File: config.mk
export PLATFORM = sky130hd
export DESIGN_NAME = pal_top
export DESIGN_NICKNAME = d
export VERILOG_FILES = /design/src/pal_pkg.sv /design/src/pal_link_ctrl.sv /design/src/pal_top.sv
export VERILOG_INCLUDE_DIRS = /design/src /design/src/src
export SDC_FILE = /design/constraint.sdc
export NUM_CORES = 1
export LEC_CHECK = 0
export CORE_ASPECT_RATIO = 0.7
export CORE_MARGIN = 5
export CORE_UTILIZATION = 45
export DETAILED_ROUTE_END_ITERATION = 6
export DONT_BUFFER_PORTS = 1
export GPL_TIMING_DRIVEN = 0
export HOLD_SLACK_MARGIN = 0.08
export SKIP_CTS_REPAIR_TIMING = 1
export SLEW_MARGIN = 25
export SYNTH_ARGS = -nofsm -noshare
export SYNTH_HDL_FRONTEND = slang
export SYNTH_SLANG_ARGS = --single-unit
File: constraint.sdc
create_clock -name clock -period 3.9 [get_ports clock]
set_input_delay 0.585 -clock clock [delete_from_list [all_inputs] [get_ports clock]]
set_output_delay 0.585 -clock clock [all_outputs]
set_load 0.02 [all_outputs]
File: src/pal_defines.svh
// Constants for the port alignment and link control block
`ifndef PAL_DEFINES_SVH
`define PAL_DEFINES_SVH
`define PAL_ID_W 7
`define PAL_ID_UB_ALL_REQ 7'h12
`define PAL_ID_UB_ALL_ACC 7'h13
`define PAL_ID_UB_ALL_REJ 7'h14
`define PAL_ID_UB_ALL_CMP 7'h15
`define PAL_ID_UB_PSTN_REQ 7'h16
`define PAL_ID_UB_PSTN_ACC 7'h17
`define PAL_ID_UB_PSTN_REJ 7'h18
`define PAL_ID_UB_PSTN_CMP 7'h19
`define PAL_ID_UB_ISDN_REQ 7'h1A
`define PAL_ID_UB_ISDN_ACC 7'h1B
`define PAL_ID_UB_ISDN_REJ 7'h1C
`define PAL_ID_UB_ISDN_CMP 7'h1D
`define PAL_ID_BL_PSTN_REQ 7'h1E
`define PAL_ID_BL_PSTN_ACC 7'h1F
`define PAL_ID_BL_PSTN_REJ 7'h20
`define PAL_ID_BL_PSTN_CMP 7'h21
`define PAL_ID_BL_ISDN_REQ 7'h22
`define PAL_ID_BL_ISDN_ACC 7'h23
`define PAL_ID_BL_ISDN_REJ 7'h24
`define PAL_ID_BL_ISDN_CMP 7'h25
`define PAL_ID_NONE 7'h7F
`define PAL_SUPPORT_ALL 5'h1F
`endif

File: src/pal_pkg.sv
// Types for the port alignment and link control block
package pal_pkg;
  // Bulk procedures a) to e)
  typedef enum logic [2:0] {
    PAL_PROC_UB_ALL,
    PAL_PROC_UB_PSTN,
    PAL_PROC_UB_ISDN,
    PAL_PROC_BL_PSTN,
    PAL_PROC_BL_ISDN,
    PAL_PROC_NONE
  } pal_proc_t;
  // Message kind within a procedure
  typedef enum logic [1:0] {
    PAL_KIND_REQ,
    PAL_KIND_ACC,
    PAL_KIND_REJ,
    PAL_KIND_CMP
  } pal_kind_t;
  // A control function ID message on the peer channel
  typedef struct packed {
    logic valid;
    logic [6:0] id;
  } pal_msg_t;
  // Port-group commands toward the port state machines
  typedef struct packed {
    logic unblock_pstn;
    logic unblock_isdn_ba;
    logic unblock_isdn_pra;
    logic block_pstn;
    logic block_isdn_ba;
    logic block_isdn_pra;
    logic realign_unsuitable;
    logic unblock_unsuitable;
  } pal_port_cmd_t;
  // Management data units to system management
  typedef struct packed {
    logic link_available_mgmt_unit;
    logic link_unavailable;
    logic protocol_error;
  } pal_mdu_t;
endpackage

File: src/pal_link_ctrl.sv
// Per-link layer 1 tracking and management primitive handling
`timescale 1ns/10ps
`default_nettype none
`include "pal_defines.svh"
module pal_link_ctrl
  import pal_pkg::*;
(
  input wire logic clock,
  input wire logic rst,
  input wire logic layer1_activated_indication,
  input wire logic layer1_deactivated_indication,
  input wire logic mgmt_block,
  input wire logic mgmt_unblock,
  input wire logic peer_unblock_fe,
  output logic link_operational,
  output logic link_blocked,
  output logic link_available_pulse,
  output logic link_lost_pulse
);
  logic oper;
  logic blocked;
  // Layer 1 state follows indications; late peer reports are harmless
  wire next_oper = layer1_activated_indication ? 1'b1 :
    (layer1_deactivated_indication ? 1'b0 : oper);
  // Blocking by management; unblock needs both management and peer agree
  wire next_blocked = mgmt_block ? 1'b1 :
    ((mgmt_unblock && peer_unblock_fe) ? 1'b0 : blocked);
  always_ff @(posedge clock)
  begin
    if (rst)
    begin
      oper <= 1'b0;
      blocked <= 1'b0;
      link_available_pulse <= 1'b0;
      link_lost_pulse <= 1'b0;
    end
    else
    begin
      oper <= next_oper;
      blocked <= next_blocked;
      link_available_pulse <= next_oper && !oper;
      link_lost_pulse <= !next_oper && oper;
    end
  end
  assign link_operational = oper;
  assign link_blocked = blocked;
  chk_avail_on_recover: assert property (@(posedge clock) disable iff (rst)
    (!oper && layer1_activated_indication) |=> link_available_pulse)
    else $error("link availability not reported");
  chk_deact_drops_oper: assert property (@(posedge clock) disable iff (rst)
    (layer1_deactivated_indication && !layer1_activated_indication) |=> !link_operational)
    else $error("link stays operational after deactivation");
  chk_block_holds: assert property (@(posedge clock) disable iff (rst)
    mgmt_block |=> link_blocked)
    else $error("management block not applied");
endmodule
`default_nettype wire

File: src/pal_top.sv
// Bulk port alignment command interpreter with per-link control
//
// Functional notes
// - Unblock-all-ISDN codes: request 1A, accepted 1B, rejected 1C, completed 1D.
// - Block-all-ISDN codes: request 22, accepted 23, rejected 24, completed 25.
// - Block-all-PSTN codes: request/accepted 1E-1F, rejected 20, completed 21.
// - ISDN bulk procedures cover basic access and primary rate ports.
// - Every bulk request gets the matching accepted or rejected answer.
// - Accepted bulk unblock unblocks relevant ports except unsuitable ones.
// - After unblock completes, unsuitable ports realign via port block indication.
// - Accepted bulk block blocks every addressed port.
// - After block completes, requester may unblock unsuitable ports per port.
// - Blocking entity unblocks when cause ends; either side may try.
// - Each procedure optional; unsupported requests get that procedure's reject.
// - Requesting side sends separate PSTN and ISDN unblock, not combined.
// - Each link has its own control: status, blocking, identification, protocol; pal_link_ctrl keeps only status and blocking.
// - Layer 1 reports status by activated and deactivated indications.
// - Link control exchanges primitives, data units and function elements.
// - Tolerate the two ends reporting layer 1 changes at different times.
// - On layer 1 recovery, signal link availability to system management.
// - Protocol errors are reported to system management as data units.
`timescale 1ns/10ps
`default_nettype none
`include "pal_defines.svh"
module pal_top
  import pal_pkg::*;
#(
  parameter logic [4:0] SUPPORT = `PAL_SUPPORT_ALL,
  parameter logic ACCEPT_ENABLE = 1'b1
)
(
  input wire logic clock,
  input wire logic rst,
  input wire pal_pkg::pal_msg_t rx_msg,
  input wire logic local_unblock_req,
  input wire logic local_block_pstn_req,
  input wire logic local_block_isdn_req,
  input wire logic local_complete,
  input wire logic cause_ceased,
  input wire logic layer1_activated_indication,
  input wire logic layer1_deactivated_indication,
  input wire logic mgmt_block,
  input wire logic mgmt_unblock,
  input wire logic peer_unblock_fe,
  output pal_pkg::pal_msg_t tx_msg,
  output pal_pkg::pal_port_cmd_t port_cmd,
  output logic port_block_indication,
  output logic port_unblock_request,
  output logic busy,
  output pal_pkg::pal_mdu_t management_data_unit,
  output logic link_operational,
  output logic link_blocked
);
  import pal_pkg::*;

  typedef enum logic [2:0] {
    PAL_IDLE,
    PAL_WAIT_ANSWER,
    PAL_ACTIVE,
    PAL_WAIT_CMP,
    PAL_SEND_CMP
  } pal_state_t;

  // Split an ID into procedure and message kind
  function automatic pal_proc_t id_proc(input logic [6:0] id);
    if (id >= `PAL_ID_UB_ALL_REQ && id <= `PAL_ID_UB_ALL_CMP)
      id_proc = PAL_PROC_UB_ALL;
    else if (id >= `PAL_ID_UB_PSTN_REQ && id <= `PAL_ID_UB_PSTN_CMP)
      id_proc = PAL_PROC_UB_PSTN;
    else if (id >= `PAL_ID_UB_ISDN_REQ && id <= `PAL_ID_UB_ISDN_CMP)
      id_proc = PAL_PROC_UB_ISDN;
    else if (id >= `PAL_ID_BL_PSTN_REQ && id <= `PAL_ID_BL_PSTN_CMP)
      id_proc = PAL_PROC_BL_PSTN;
    else if (id >= `PAL_ID_BL_ISDN_REQ && id <= `PAL_ID_BL_ISDN_CMP)
      id_proc = PAL_PROC_BL_ISDN;
    else
      id_proc = PAL_PROC_NONE;
  endfunction

  // Base code of a procedure; kind is added as an offset
  function automatic logic [6:0] proc_id(input pal_proc_t p, input pal_kind_t k);
    logic [6:0] base;
    base = `PAL_ID_NONE;
    unique case (p)
      PAL_PROC_UB_ALL: base = `PAL_ID_UB_ALL_REQ;
      PAL_PROC_UB_PSTN: base = `PAL_ID_UB_PSTN_REQ;
      PAL_PROC_UB_ISDN: base = `PAL_ID_UB_ISDN_REQ;
      PAL_PROC_BL_PSTN: base = `PAL_ID_BL_PSTN_REQ;
      PAL_PROC_BL_ISDN: base = `PAL_ID_BL_ISDN_REQ;
      default: base = `PAL_ID_NONE;
    endcase
    proc_id = (p == PAL_PROC_NONE) ? `PAL_ID_NONE : base + {5'h00, k};
  endfunction

  function automatic pal_kind_t id_kind(input logic [6:0] id);
    logic [6:0] d;
    d = id - proc_id(id_proc(id), PAL_KIND_REQ);
    id_kind = pal_kind_t'(d[1:0]);
  endfunction

  pal_state_t state;
  pal_proc_t proc;
  logic pending_isdn;
  logic requester;

  // Receive decode
  wire pal_proc_t rx_proc = id_proc(rx_msg.id);
  wire pal_kind_t rx_kind = id_kind(rx_msg.id);
  wire rx_reserved = rx_msg.valid && (rx_proc == PAL_PROC_NONE);
  wire rx_req = rx_msg.valid && !rx_reserved && rx_kind == PAL_KIND_REQ;
  // Support map widened so the reserved procedure code indexes a zero
  wire [7:0] support_map = {3'h0, SUPPORT};
  wire rx_supported = support_map[rx_proc] && ACCEPT_ENABLE;
  wire rx_match = rx_msg.valid && !rx_reserved && rx_proc == proc;
  wire rx_acc = rx_match && rx_kind == PAL_KIND_ACC;
  wire rx_rej = rx_match && rx_kind == PAL_KIND_REJ;
  wire rx_cmp = rx_match && rx_kind == PAL_KIND_CMP;
  wire rx_unexpected = rx_msg.valid && !rx_reserved && !rx_req &&
    (state != PAL_WAIT_ANSWER || !rx_match) && !(state == PAL_WAIT_CMP && rx_cmp);
  wire is_unblock = proc == PAL_PROC_UB_ALL || proc == PAL_PROC_UB_PSTN ||
    proc == PAL_PROC_UB_ISDN;
  // Local requests; unblock issued as separate PSTN then ISDN
  wire start_local = state == PAL_IDLE && !rx_msg.valid &&
    (local_unblock_req || local_block_pstn_req || local_block_isdn_req || pending_isdn);
  wire pal_proc_t local_proc = pending_isdn ? PAL_PROC_UB_ISDN :
    local_unblock_req ? PAL_PROC_UB_PSTN :
    local_block_pstn_req ? PAL_PROC_BL_PSTN : PAL_PROC_BL_ISDN;

  // Next state logic
  pal_state_t next_state;
  pal_proc_t next_proc;
  always_comb
  begin
    next_state = state;
    next_proc = proc;
    unique case (state)
      PAL_IDLE:
      begin
        if (rx_req && rx_supported)
        begin
          next_state = PAL_ACTIVE;
          next_proc = rx_proc;
        end
        else if (start_local)
        begin
          next_state = PAL_WAIT_ANSWER;
          next_proc = local_proc;
        end
      end
      PAL_WAIT_ANSWER:
      begin
        if (rx_acc)
          next_state = PAL_SEND_CMP;
        else if (rx_rej)
          next_state = PAL_IDLE;
      end
      PAL_ACTIVE:
        next_state = PAL_WAIT_CMP;
      PAL_WAIT_CMP:
      begin
        if (rx_cmp)
          next_state = PAL_IDLE;
      end
      PAL_SEND_CMP:
      begin
        if (local_complete)
          next_state = PAL_IDLE;
      end
    endcase
  end

  // Outgoing message selection
  wire pal_kind_t answer_kind = rx_supported ? PAL_KIND_ACC : PAL_KIND_REJ;
  wire answer_now = state == PAL_IDLE && rx_req;
  wire busy_reject = state != PAL_IDLE && rx_req;
  wire pal_msg_t next_tx =
    answer_now ? pal_msg_t'{valid: 1'b1, id: proc_id(rx_proc, answer_kind)} :
    busy_reject ? pal_msg_t'{valid: 1'b1, id: proc_id(rx_proc, PAL_KIND_REJ)} :
    start_local ? pal_msg_t'{valid: 1'b1, id: proc_id(local_proc, PAL_KIND_REQ)} :
    (state == PAL_SEND_CMP && local_complete) ?
      pal_msg_t'{valid: 1'b1, id: proc_id(proc, PAL_KIND_CMP)} :
    pal_msg_t'{valid: 1'b0, id: `PAL_ID_NONE};

  // Port commands on acceptance, completion or ceased cause; ISDN covers BA and PRA
  wire accepted = (state == PAL_IDLE && rx_req && rx_supported) || rx_acc;
  wire pal_proc_t acc_proc = (state == PAL_IDLE) ? rx_proc : proc;
  wire ub_p = acc_proc == PAL_PROC_UB_ALL || acc_proc == PAL_PROC_UB_PSTN;
  wire ub_i = acc_proc == PAL_PROC_UB_ALL || acc_proc == PAL_PROC_UB_ISDN;
  wire done = (state == PAL_WAIT_CMP && rx_cmp) ||
    (state == PAL_SEND_CMP && local_complete);
  wire pal_port_cmd_t next_cmd = '{
    unblock_pstn: accepted && ub_p,
    unblock_isdn_ba: accepted && ub_i,
    unblock_isdn_pra: accepted && ub_i,
    block_pstn: accepted && acc_proc == PAL_PROC_BL_PSTN,
    block_isdn_ba: accepted && acc_proc == PAL_PROC_BL_ISDN,
    block_isdn_pra: accepted && acc_proc == PAL_PROC_BL_ISDN,
    realign_unsuitable: done && is_unblock,
    unblock_unsuitable: (done && !is_unblock && requester) || cause_ceased
  };

  logic l1_up;
  logic l1_down;
  pal_link_ctrl u_link (
    .clock(clock),
    .rst(rst),
    .layer1_activated_indication(layer1_activated_indication),
    .layer1_deactivated_indication(layer1_deactivated_indication),
    .mgmt_block(mgmt_block),
    .mgmt_unblock(mgmt_unblock),
    .peer_unblock_fe(peer_unblock_fe),
    .link_operational(link_operational),
    .link_blocked(link_blocked),
    .link_available_pulse(l1_up),
    .link_lost_pulse(l1_down)
  );

  // Registers and outputs
  always_ff @(posedge clock)
  begin
    if (rst)
    begin
      state <= PAL_IDLE;
      proc <= PAL_PROC_NONE;
      pending_isdn <= 1'b0;
      requester <= 1'b0;
      tx_msg <= '{valid: 1'b0, id: `PAL_ID_NONE};
      port_cmd <= '0;
      port_block_indication <= 1'b0;
      port_unblock_request <= 1'b0;
      busy <= 1'b0;
      management_data_unit <= '0;
    end
    else
    begin
      state <= next_state;
      proc <= next_proc;
      requester <= start_local ? 1'b1 : (answer_now ? 1'b0 : requester);
      pending_isdn <= (start_local && local_unblock_req && !pending_isdn) ? 1'b1 :
        ((start_local && pending_isdn) ? 1'b0 : pending_isdn);
      tx_msg <= next_tx;
      port_cmd <= next_cmd;
      port_block_indication <= next_cmd.realign_unsuitable;
      port_unblock_request <= next_cmd.unblock_unsuitable;
      busy <= next_state != PAL_IDLE;
      management_data_unit <= '{link_available_mgmt_unit: l1_up, link_unavailable: l1_down,
        protocol_error: rx_reserved || rx_unexpected};
    end
  end

  // Answers to received requests and their codes
  chk_req_answered: assert property (@(posedge clock) disable iff (rst)
    (state == PAL_IDLE && rx_req) |=> tx_msg.valid &&
    (tx_msg.id == $past(rx_msg.id) + 7'h01 || tx_msg.id == $past(rx_msg.id) + 7'h02))
    else $error("bulk request not answered");
  chk_unsup_reject: assert property (@(posedge clock) disable iff (rst)
    (state == PAL_IDLE && rx_req && !rx_supported) |=>
    tx_msg.id == $past(rx_msg.id) + 7'h02)
    else $error("unsupported request not rejected");
  chk_isdn_code: assert property (@(posedge clock) disable iff (rst)
    (state == PAL_IDLE && rx_msg.valid && rx_msg.id == `PAL_ID_UB_ISDN_REQ && rx_supported)
    |=> tx_msg.id == `PAL_ID_UB_ISDN_ACC)
    else $error("wrong ISDN unblock accept code");
  chk_busy_reject: assert property (@(posedge clock) disable iff (rst)
    (state != PAL_IDLE && rx_req) |=> tx_msg.valid &&
    tx_msg.id == $past(rx_msg.id) + 7'h02)
    else $error("request while busy not rejected");
  // Port group commands after acceptance and completion
  chk_block_isdn: assert property (@(posedge clock) disable iff (rst)
    (accepted && acc_proc == PAL_PROC_BL_ISDN) |=>
    port_cmd.block_isdn_ba && port_cmd.block_isdn_pra)
    else $error("ISDN block misses an access type");
  chk_unblock_all: assert property (@(posedge clock) disable iff (rst)
    (accepted && acc_proc == PAL_PROC_UB_ALL) |=> port_cmd.unblock_pstn &&
    port_cmd.unblock_isdn_ba && port_cmd.unblock_isdn_pra)
    else $error("combined unblock misses a port group");
  chk_block_pstn: assert property (@(posedge clock) disable iff (rst)
    (accepted && acc_proc == PAL_PROC_BL_PSTN) |=> port_cmd.block_pstn &&
    !port_cmd.unblock_pstn)
    else $error("PSTN block not applied");
  chk_realign_ind: assert property (@(posedge clock) disable iff (rst)
    (done && is_unblock) |=> port_block_indication)
    else $error("unsuitable ports not realigned");
  chk_unsuit_unblock: assert property (@(posedge clock) disable iff (rst)
    (done && !is_unblock && requester) |=> port_unblock_request)
    else $error("unsuitable ports not offered unblocking");
  chk_cause_unblock: assert property (@(posedge clock) disable iff (rst)
    cause_ceased |=> port_unblock_request)
    else $error("unblock not requested after cause ended");
  // Local requests use only the separate procedures
  chk_no_combined: assert property (@(posedge clock) disable iff (rst)
    start_local |=> tx_msg.valid && tx_msg.id inside {`PAL_ID_UB_PSTN_REQ,
    `PAL_ID_UB_ISDN_REQ, `PAL_ID_BL_PSTN_REQ, `PAL_ID_BL_ISDN_REQ})
    else $error("combined unblock issued");
  // Data units toward system management
  chk_reserved_err: assert property (@(posedge clock) disable iff (rst)
    rx_reserved |=> management_data_unit.protocol_error)
    else $error("reserved code not reported");
  chk_avail_mdu: assert property (@(posedge clock) disable iff (rst)
    l1_up |=> management_data_unit.link_available_mgmt_unit)
    else $error("availability unit missing");
  // Main scenarios
  cov_remote_unblock: cover property (@(posedge clock) disable iff (rst)
    state == PAL_IDLE && rx_req ##1 state == PAL_ACTIVE ##[1:20] rx_cmp);
  cov_local_block: cover property (@(posedge clock) disable iff (rst)
    rx_acc && proc == PAL_PROC_BL_PSTN);
  cov_reject: cover property (@(posedge clock) disable iff (rst) rx_rej);
  cov_busy_reject: cover property (@(posedge clock) disable iff (rst) busy_reject);
  cov_isdn_follow: cover property (@(posedge clock) disable iff (rst)
    start_local && pending_isdn);
endmodule
`default_nettype wire

# Word level (Yosys, flattened, before mapping)
# Memories as Yosys holds them, arrays and structs flattened.
# Index checks and enable logic that the tools add are counted.
[totals]
ff_bits = 30
mem_bits_ro = 8
inputBits = 20
elab_cells = 174
memories = 1
[classes]
addsub = 4
order_cmp = 11
eq_ne = 28
muxes = 40
n_reduce_logical = 70
[mem_list]
columns = ["name", "depth", "word_bits", "rd", "rd_ports_with_merged_regs", "write_ports", "line", "rtl"]
rows = [
  ["(no name shown)", 8, 1, 1, 0, 0, "pal_top.sv:113", "wire rx_supported = support_map[rx_proc] && ACCEPT_ENABLE;"],
]
[op_table]
columns = ["cell", "count"]
rows = [
  ["$pmux 7 s5", 3],
  ["$mux 3", 16],
  ["$logic_and 1x1->1", 36],
  ["$mux 8", 4],
  ["$eq 3x2->1 const B", 10],
  ["$ge 7x5->1 const B", 4],
  ["$mux 7", 4],
  ["$eq 3x3->1 const B", 8],
  ["$le 7x5->1 const B", 3],
  ["$eq 3x1->1 const B", 5],
  ["$logic_not 3->1", 5],
  ["$pmux 3 s5", 1],
  ["$add 7x2->7 const B", 2],
  ["$le 7x6->1 const B", 2],
  ["$logic_or 1x1->1", 12],
  ["$mux 1", 10],
  ["$logic_not 1->1", 9],
  ["$reduce_bool 2->1", 4],
  ["$add 7x2->7", 1],
  ["$ge 7x6->1 const B", 1],
  ["$reduce_bool 3->1", 2],
  ["$eq 2x2->1 const B", 2],
  ["$lt 3x4->1 const B", 1],
  ["$mux 2", 2],
  ["other kinds (6)", 6],
]

# Depth between registers and ports, before layout
[depth]
depth_word = 18
ltp_mapped = 11
depth_no_buf = 10

# By module
# A second synthesis with hierarchy kept.
[unflattened]
cells_unflattened = 223
area_unflattened_um2 = 1781.7
[modules_own_cells]
columns = ["module", "n_inst", "cells_each", "area_each_um2", "seq_area_each_um2"]
rows = [
  ["pal_top", 1, 210, 1650.3, 520.5],
  ["pal_link_ctrl", 1, 13, 131.4, 80.1],
]

# Worst setup path after synthesis
# OpenSTA, ideal clock, no wires.
[synth_path]
kind = "input to register"
from = "input port rx_msg[1] (netlist name)"
to = "register proc[2]"
setup_time_ns = 0.120
arrival_ns = 2.829
required_time_ns = 3.780
path_slack_ns = 0.951
stages = 10
n_path_buf = 1
path_cell_list = "clkbuf_1 > or3_1 > a32o_1 > inv_1 > ha_1 > and3_1 > and2_1 > a21boi_1 > a221oi_1 > a211o_1"
[synth_via]
elab_chain_len = 16
elab_cells_between_ends = 40
[synth_lines]
columns = ["item", "line", "rtl"]
rows = [
  ["start, declared", "pal_top.sv:34", "input wire pal_pkg::pal_msg_t rx_msg,"],
  ["$ge 7x6->1 (no line) or $le 7x6->1 (tied branches)", "n/a", ""],
  ["$logic_and 1x1->1 (no line)", "n/a", ""],
  ["$mux 1", "pal_top.sv:74", "else if (id >= `PAL_ID_BL_ISDN_REQ && id <= `PAL_ID_BL_ISDN_CMP)"],
  ["$mux 3", "pal_top.sv:72", "else if (id >= `PAL_ID_BL_PSTN_REQ && id <= `PAL_ID_BL_PSTN_CMP)"],
  ["$mux 3", "pal_top.sv:70", "else if (id >= `PAL_ID_UB_ISDN_REQ && id <= `PAL_ID_UB_ISDN_CMP)"],
  ["$mux 3", "pal_top.sv:68", "else if (id >= `PAL_ID_UB_PSTN_REQ && id <= `PAL_ID_UB_PSTN_CMP)"],
  ["$mux 3", "pal_top.sv:66", "if (id >= `PAL_ID_UB_ALL_REQ && id <= `PAL_ID_UB_ALL_CMP)"],
  ["$eq 3x3->1, or another cell as far along", "pal_top.sv:84", "unique case (p)"],
  ["$pmux 7 s5", "n/a", ""],
  ["$mux 2", "pal_top.sv:92", "proc_id = (p == PAL_PROC_NONE) ? `PAL_ID_NONE : base + {5'h00, k};"],
  ["$sub 2x2->2", "pal_top.sv:97", "d = id - proc_id(id_proc(id), PAL_KIND_REQ);"],
  ["$logic_not 2->1", "pal_top.sv:110", "wire rx_req = rx_msg.valid && !rx_reserved && rx_kind == PAL_KIND_REQ;"],
  ["$logic_and 1x1->1", "pal_top.sv:110", ""],
  ["$logic_and 1x1->1", "pal_top.sv:139", "if (rx_req && rx_supported)"],
  ["$reduce_bool 2->1 (no line)", "n/a", ""],
  ["$reduce_and 2->1 (no line)", "n/a", ""],
  ["end signal, assigned", "pal_top.sv:237", "proc <= next_proc;"],
  ["end, declared", "pal_top.sv:102", "pal_proc_t proc;"],
]
# Several ways; a longest one is shown, not always the timed one. The select of a mux whose other input is x is not followed.
# A chain may end at the register's enable or synchronous reset.

# Final worst setup path
# Same ends and word-level chain as after synthesis.

==> out/results.txt <==
status -> completed
Yosys top cell area share -> 0.346
Rel. slew slack -> 0.353
Ys Warns -> 0
DRT Wirelength -> 4630 um
TNS Setup -> 0 ns
total grt overflow -> 0
Max Cap Violations -> 0
first-pass GRT wire length -> 7380 um
dominant synthesized flop cell -> dfxtp_1
pwr dens -> 435 nW/um2
final slew viol count -> 0
CP delay by family, top -> compound AO/OA/AOI/OAI gates
Leak -> 0.710 nW
initial antenna violation count -> 0
Die Y -> 62.0 um
#FFs+latches synth -> 30
Critical Path Fanout Max -> 8
Fillers -> 353
syn nets -> 242
Worst-Margin Slew -> 0.961 ns
CORE AREA -> 3630 um2
Yosys cell types -> 47
DR vias -> 1,649
Initial DRC Count -> 120
commonest non-fill, non-tap cells in the layout -> dfxtp_1 (30), nor2_1 (23), nand2_1 (21)
Worst path depth -> 10
WP data required -> 4.08 ns
ANT cells -> 0
worst reg2reg endpoint -> proc[2]
cts bufs inserted -> 5
Final Hold Viols -> 0
nets@finish -> 249
Tcrit/Tclk final -> 0.794
CTS tree -> built
Port-buffer cells -> 0
Num Clock Sinks -> 30
Worst R2R Setup Slack -> 1.32 ns
CP Capture Point -> proc[2]
Worst path max stage delay -> 0.47 ns
starting density of the core -> 0.479
vias in the first global route -> 1,550
post-detail-place hpwl -> 3520 um
minimum clock period -> 3.10 ns
clk slew on worst S/H paths -> 0.07 ns
latest clock arrival within the worst-skew pair -> 0.29 ns
Setup Viol. Count Final -> 0
register area -> 601 um2
worst setup path startpoint -> rx_msg[1]
Clock Tree Buf Depth -> 2
largest net degree at the start of global routing -> 11
GPL Wtd Cong -> 0.927
share of cells above drive strength 1 -> 0.0796
# IOs -> 44
R2R cell count -> 6
drt first pass iters -> 5
post-synth top area cell -> dfxtp_1
Max IR drop VDD -> 0.211 mV
drt drc -> 0
Crit path arrival time -> 3.28 ns
RSZ-0062 raised after global routing -> false
Synth area leaders -> dfxtp_1 (35%), a21oi_1 (5.5%), nor2_1 (5.0%)
Max Freq -> 0.323 GHz
Syn-to-layout area delta -> 9.07%
via density per instance -> 5.97
crit end category -> register
remaining antenna violation count -> 0
Post-synth EDFFs -> 0
Slowest-stage cell, CP -> or3_1
H-Tree Depth -> 2
startpoint types -> input port
Critical path buffers and inverters -> 2
area of the multi-input gates -> 1030 um2
cell area after synthesis -> 1740 um2
Cells after Synth -> 218
most common cell after layout, fill and taps aside -> dfxtp_1
Synth Area per Inst -> 7.97 um2
row cnt -> 18
Total Power -> 0.000824 W
Crit Path Category -> input port to register
Root Buffer -> clkbuf_8
r2r startpoint -> state[2]
die area -> 5220 um2
width of the die -> 84.3 um
post-synthesis sequential area ratio -> 0.346
Worst Skew -> 0.00735 ns
Synth async-reset ratio -> 0
WL per Instance -> 16.8 um
Hold Path Class -> input port to register
gr usage total -> 0.185
crit-path cells -> clkbuf_1 > or3_1 > a32o_1 > inv_1 > ha_1 > and3_1 > and2_1 > a21boi_1 > a221oi_1 > a211o_1
## registers in the layout (all words and copies together) (netlist names)
name / count
tx_msg: 8
port_cmd: 4
management_data_unit: 3
proc: 3
state: 3
busy: 1
pending_isdn: 1
port_block_indication: 1
port_unblock_request: 1
requester: 1
u_link.link_available_pulse: 1
u_link.link_blocked: 1
u_link.link_lost_pulse: 1
u_link.link_operational: 1
## cell usage after synthesis, types with 2 or more instances
cell type,instances
ha_1,4
clkbuf_1,11
nor3_1,8
a211oi_1,4
buf_4,4
a21oi_1,19
o21bai_1,2
xnor2_1,4
nor2b_1,8
or3_1,2
and3_1,2
inv_1,9
nor3b_1,2
a32o_1,3
a211o_1,5
mux2_2,2
o21ai_0,5
nand3_1,6
nand2b_1,7
mux2i_1,3
or2_1,2
nor2_1,23
nor4_1,4
a31oi_1,6
dfxtp_1,30
nand2_1,21
xor2_1,2
## routing by layer
layer	track usage	wire [um]	up-vias
li1	-	-	790
met1	0.224	1990	776
met2	0.304	2070	70
met3	0.0593	447	13
met4	0.0940	123	0
met5	0	0	-
## worst min-delay path by stage
stage / end / startpoint / depth (start not counted) / slack [ns]
3_3_place_gp: management_data_unit[2] / u_link.link_available_pulse / 1 / 0.42
3_5_place_dp: management_data_unit[1] / u_link.link_lost_pulse / 1 / 0.42
6_report: u_link.link_lost_pulse / layer1_activated_indication / 1 / 0.37
2_1_floorplan: management_data_unit[1] / u_link.link_lost_pulse / 1 / 0.41
5_1_grt: u_link.link_lost_pulse / layer1_activated_indication / 1 / 0.36
4_1_cts: u_link.link_lost_pulse / layer1_activated_indication / 1 / 0.36
## where the power goes
| part | switching, W | total [W] | internal, W |
|---|---|---|---|
| Clock | 0.000125 | 0.000267 | 0.000142 |
| Sequential | 0.0000320 | 0.000364 | 0.000332 |
| Combinational | 0.000124 | 0.000194 | 0.0000698 |
| Total | 0.000281 | 0.000824 | 0.000543 |
## area by class of cell
cell class | instances | area share
Buffer | 15 | 0.0376
Clock buffer | 6 | 0.0436
Clock inverter | 2 | 0.00660
Inverter | 9 | 0.0178
Multi-Input combinational cell | 164 | 0.545
Sequential cell | 30 | 0.317
Tap cell | 50 | 0.0330
## kinds of logic after synthesis
family,after synthesis,synth area share
compound gates,58,0.233
fa+ha+maj,4,0.0288
buf+inv,24,0.0605
xor+xnor,6,0.0302
flops,30,0.346
mux,5,0.0302
simple gates,91,0.271
## through the flow
stage | instances | hold slack (ns) | util | instance area [um2] | setup slack, ns
2_1_floorplan | 218 | 0.414 | - | 1740 | 0.951
3_3_place_gp | 268 | 0.419 | 0.497 | 1800 | 0.595
3_5_place_dp | 268 | 0.424 | 0.497 | 1800 | 0.519
4_1_cts | 276 | 0.364 | 0.523 | 1900 | 0.822
5_1_grt | 276 | 0.365 | 0.523 | 1900 | 0.577
6_report | 276 | 0.367 | 0.523 | 1900 | 0.804
Power figures use the tool's default switching activity.
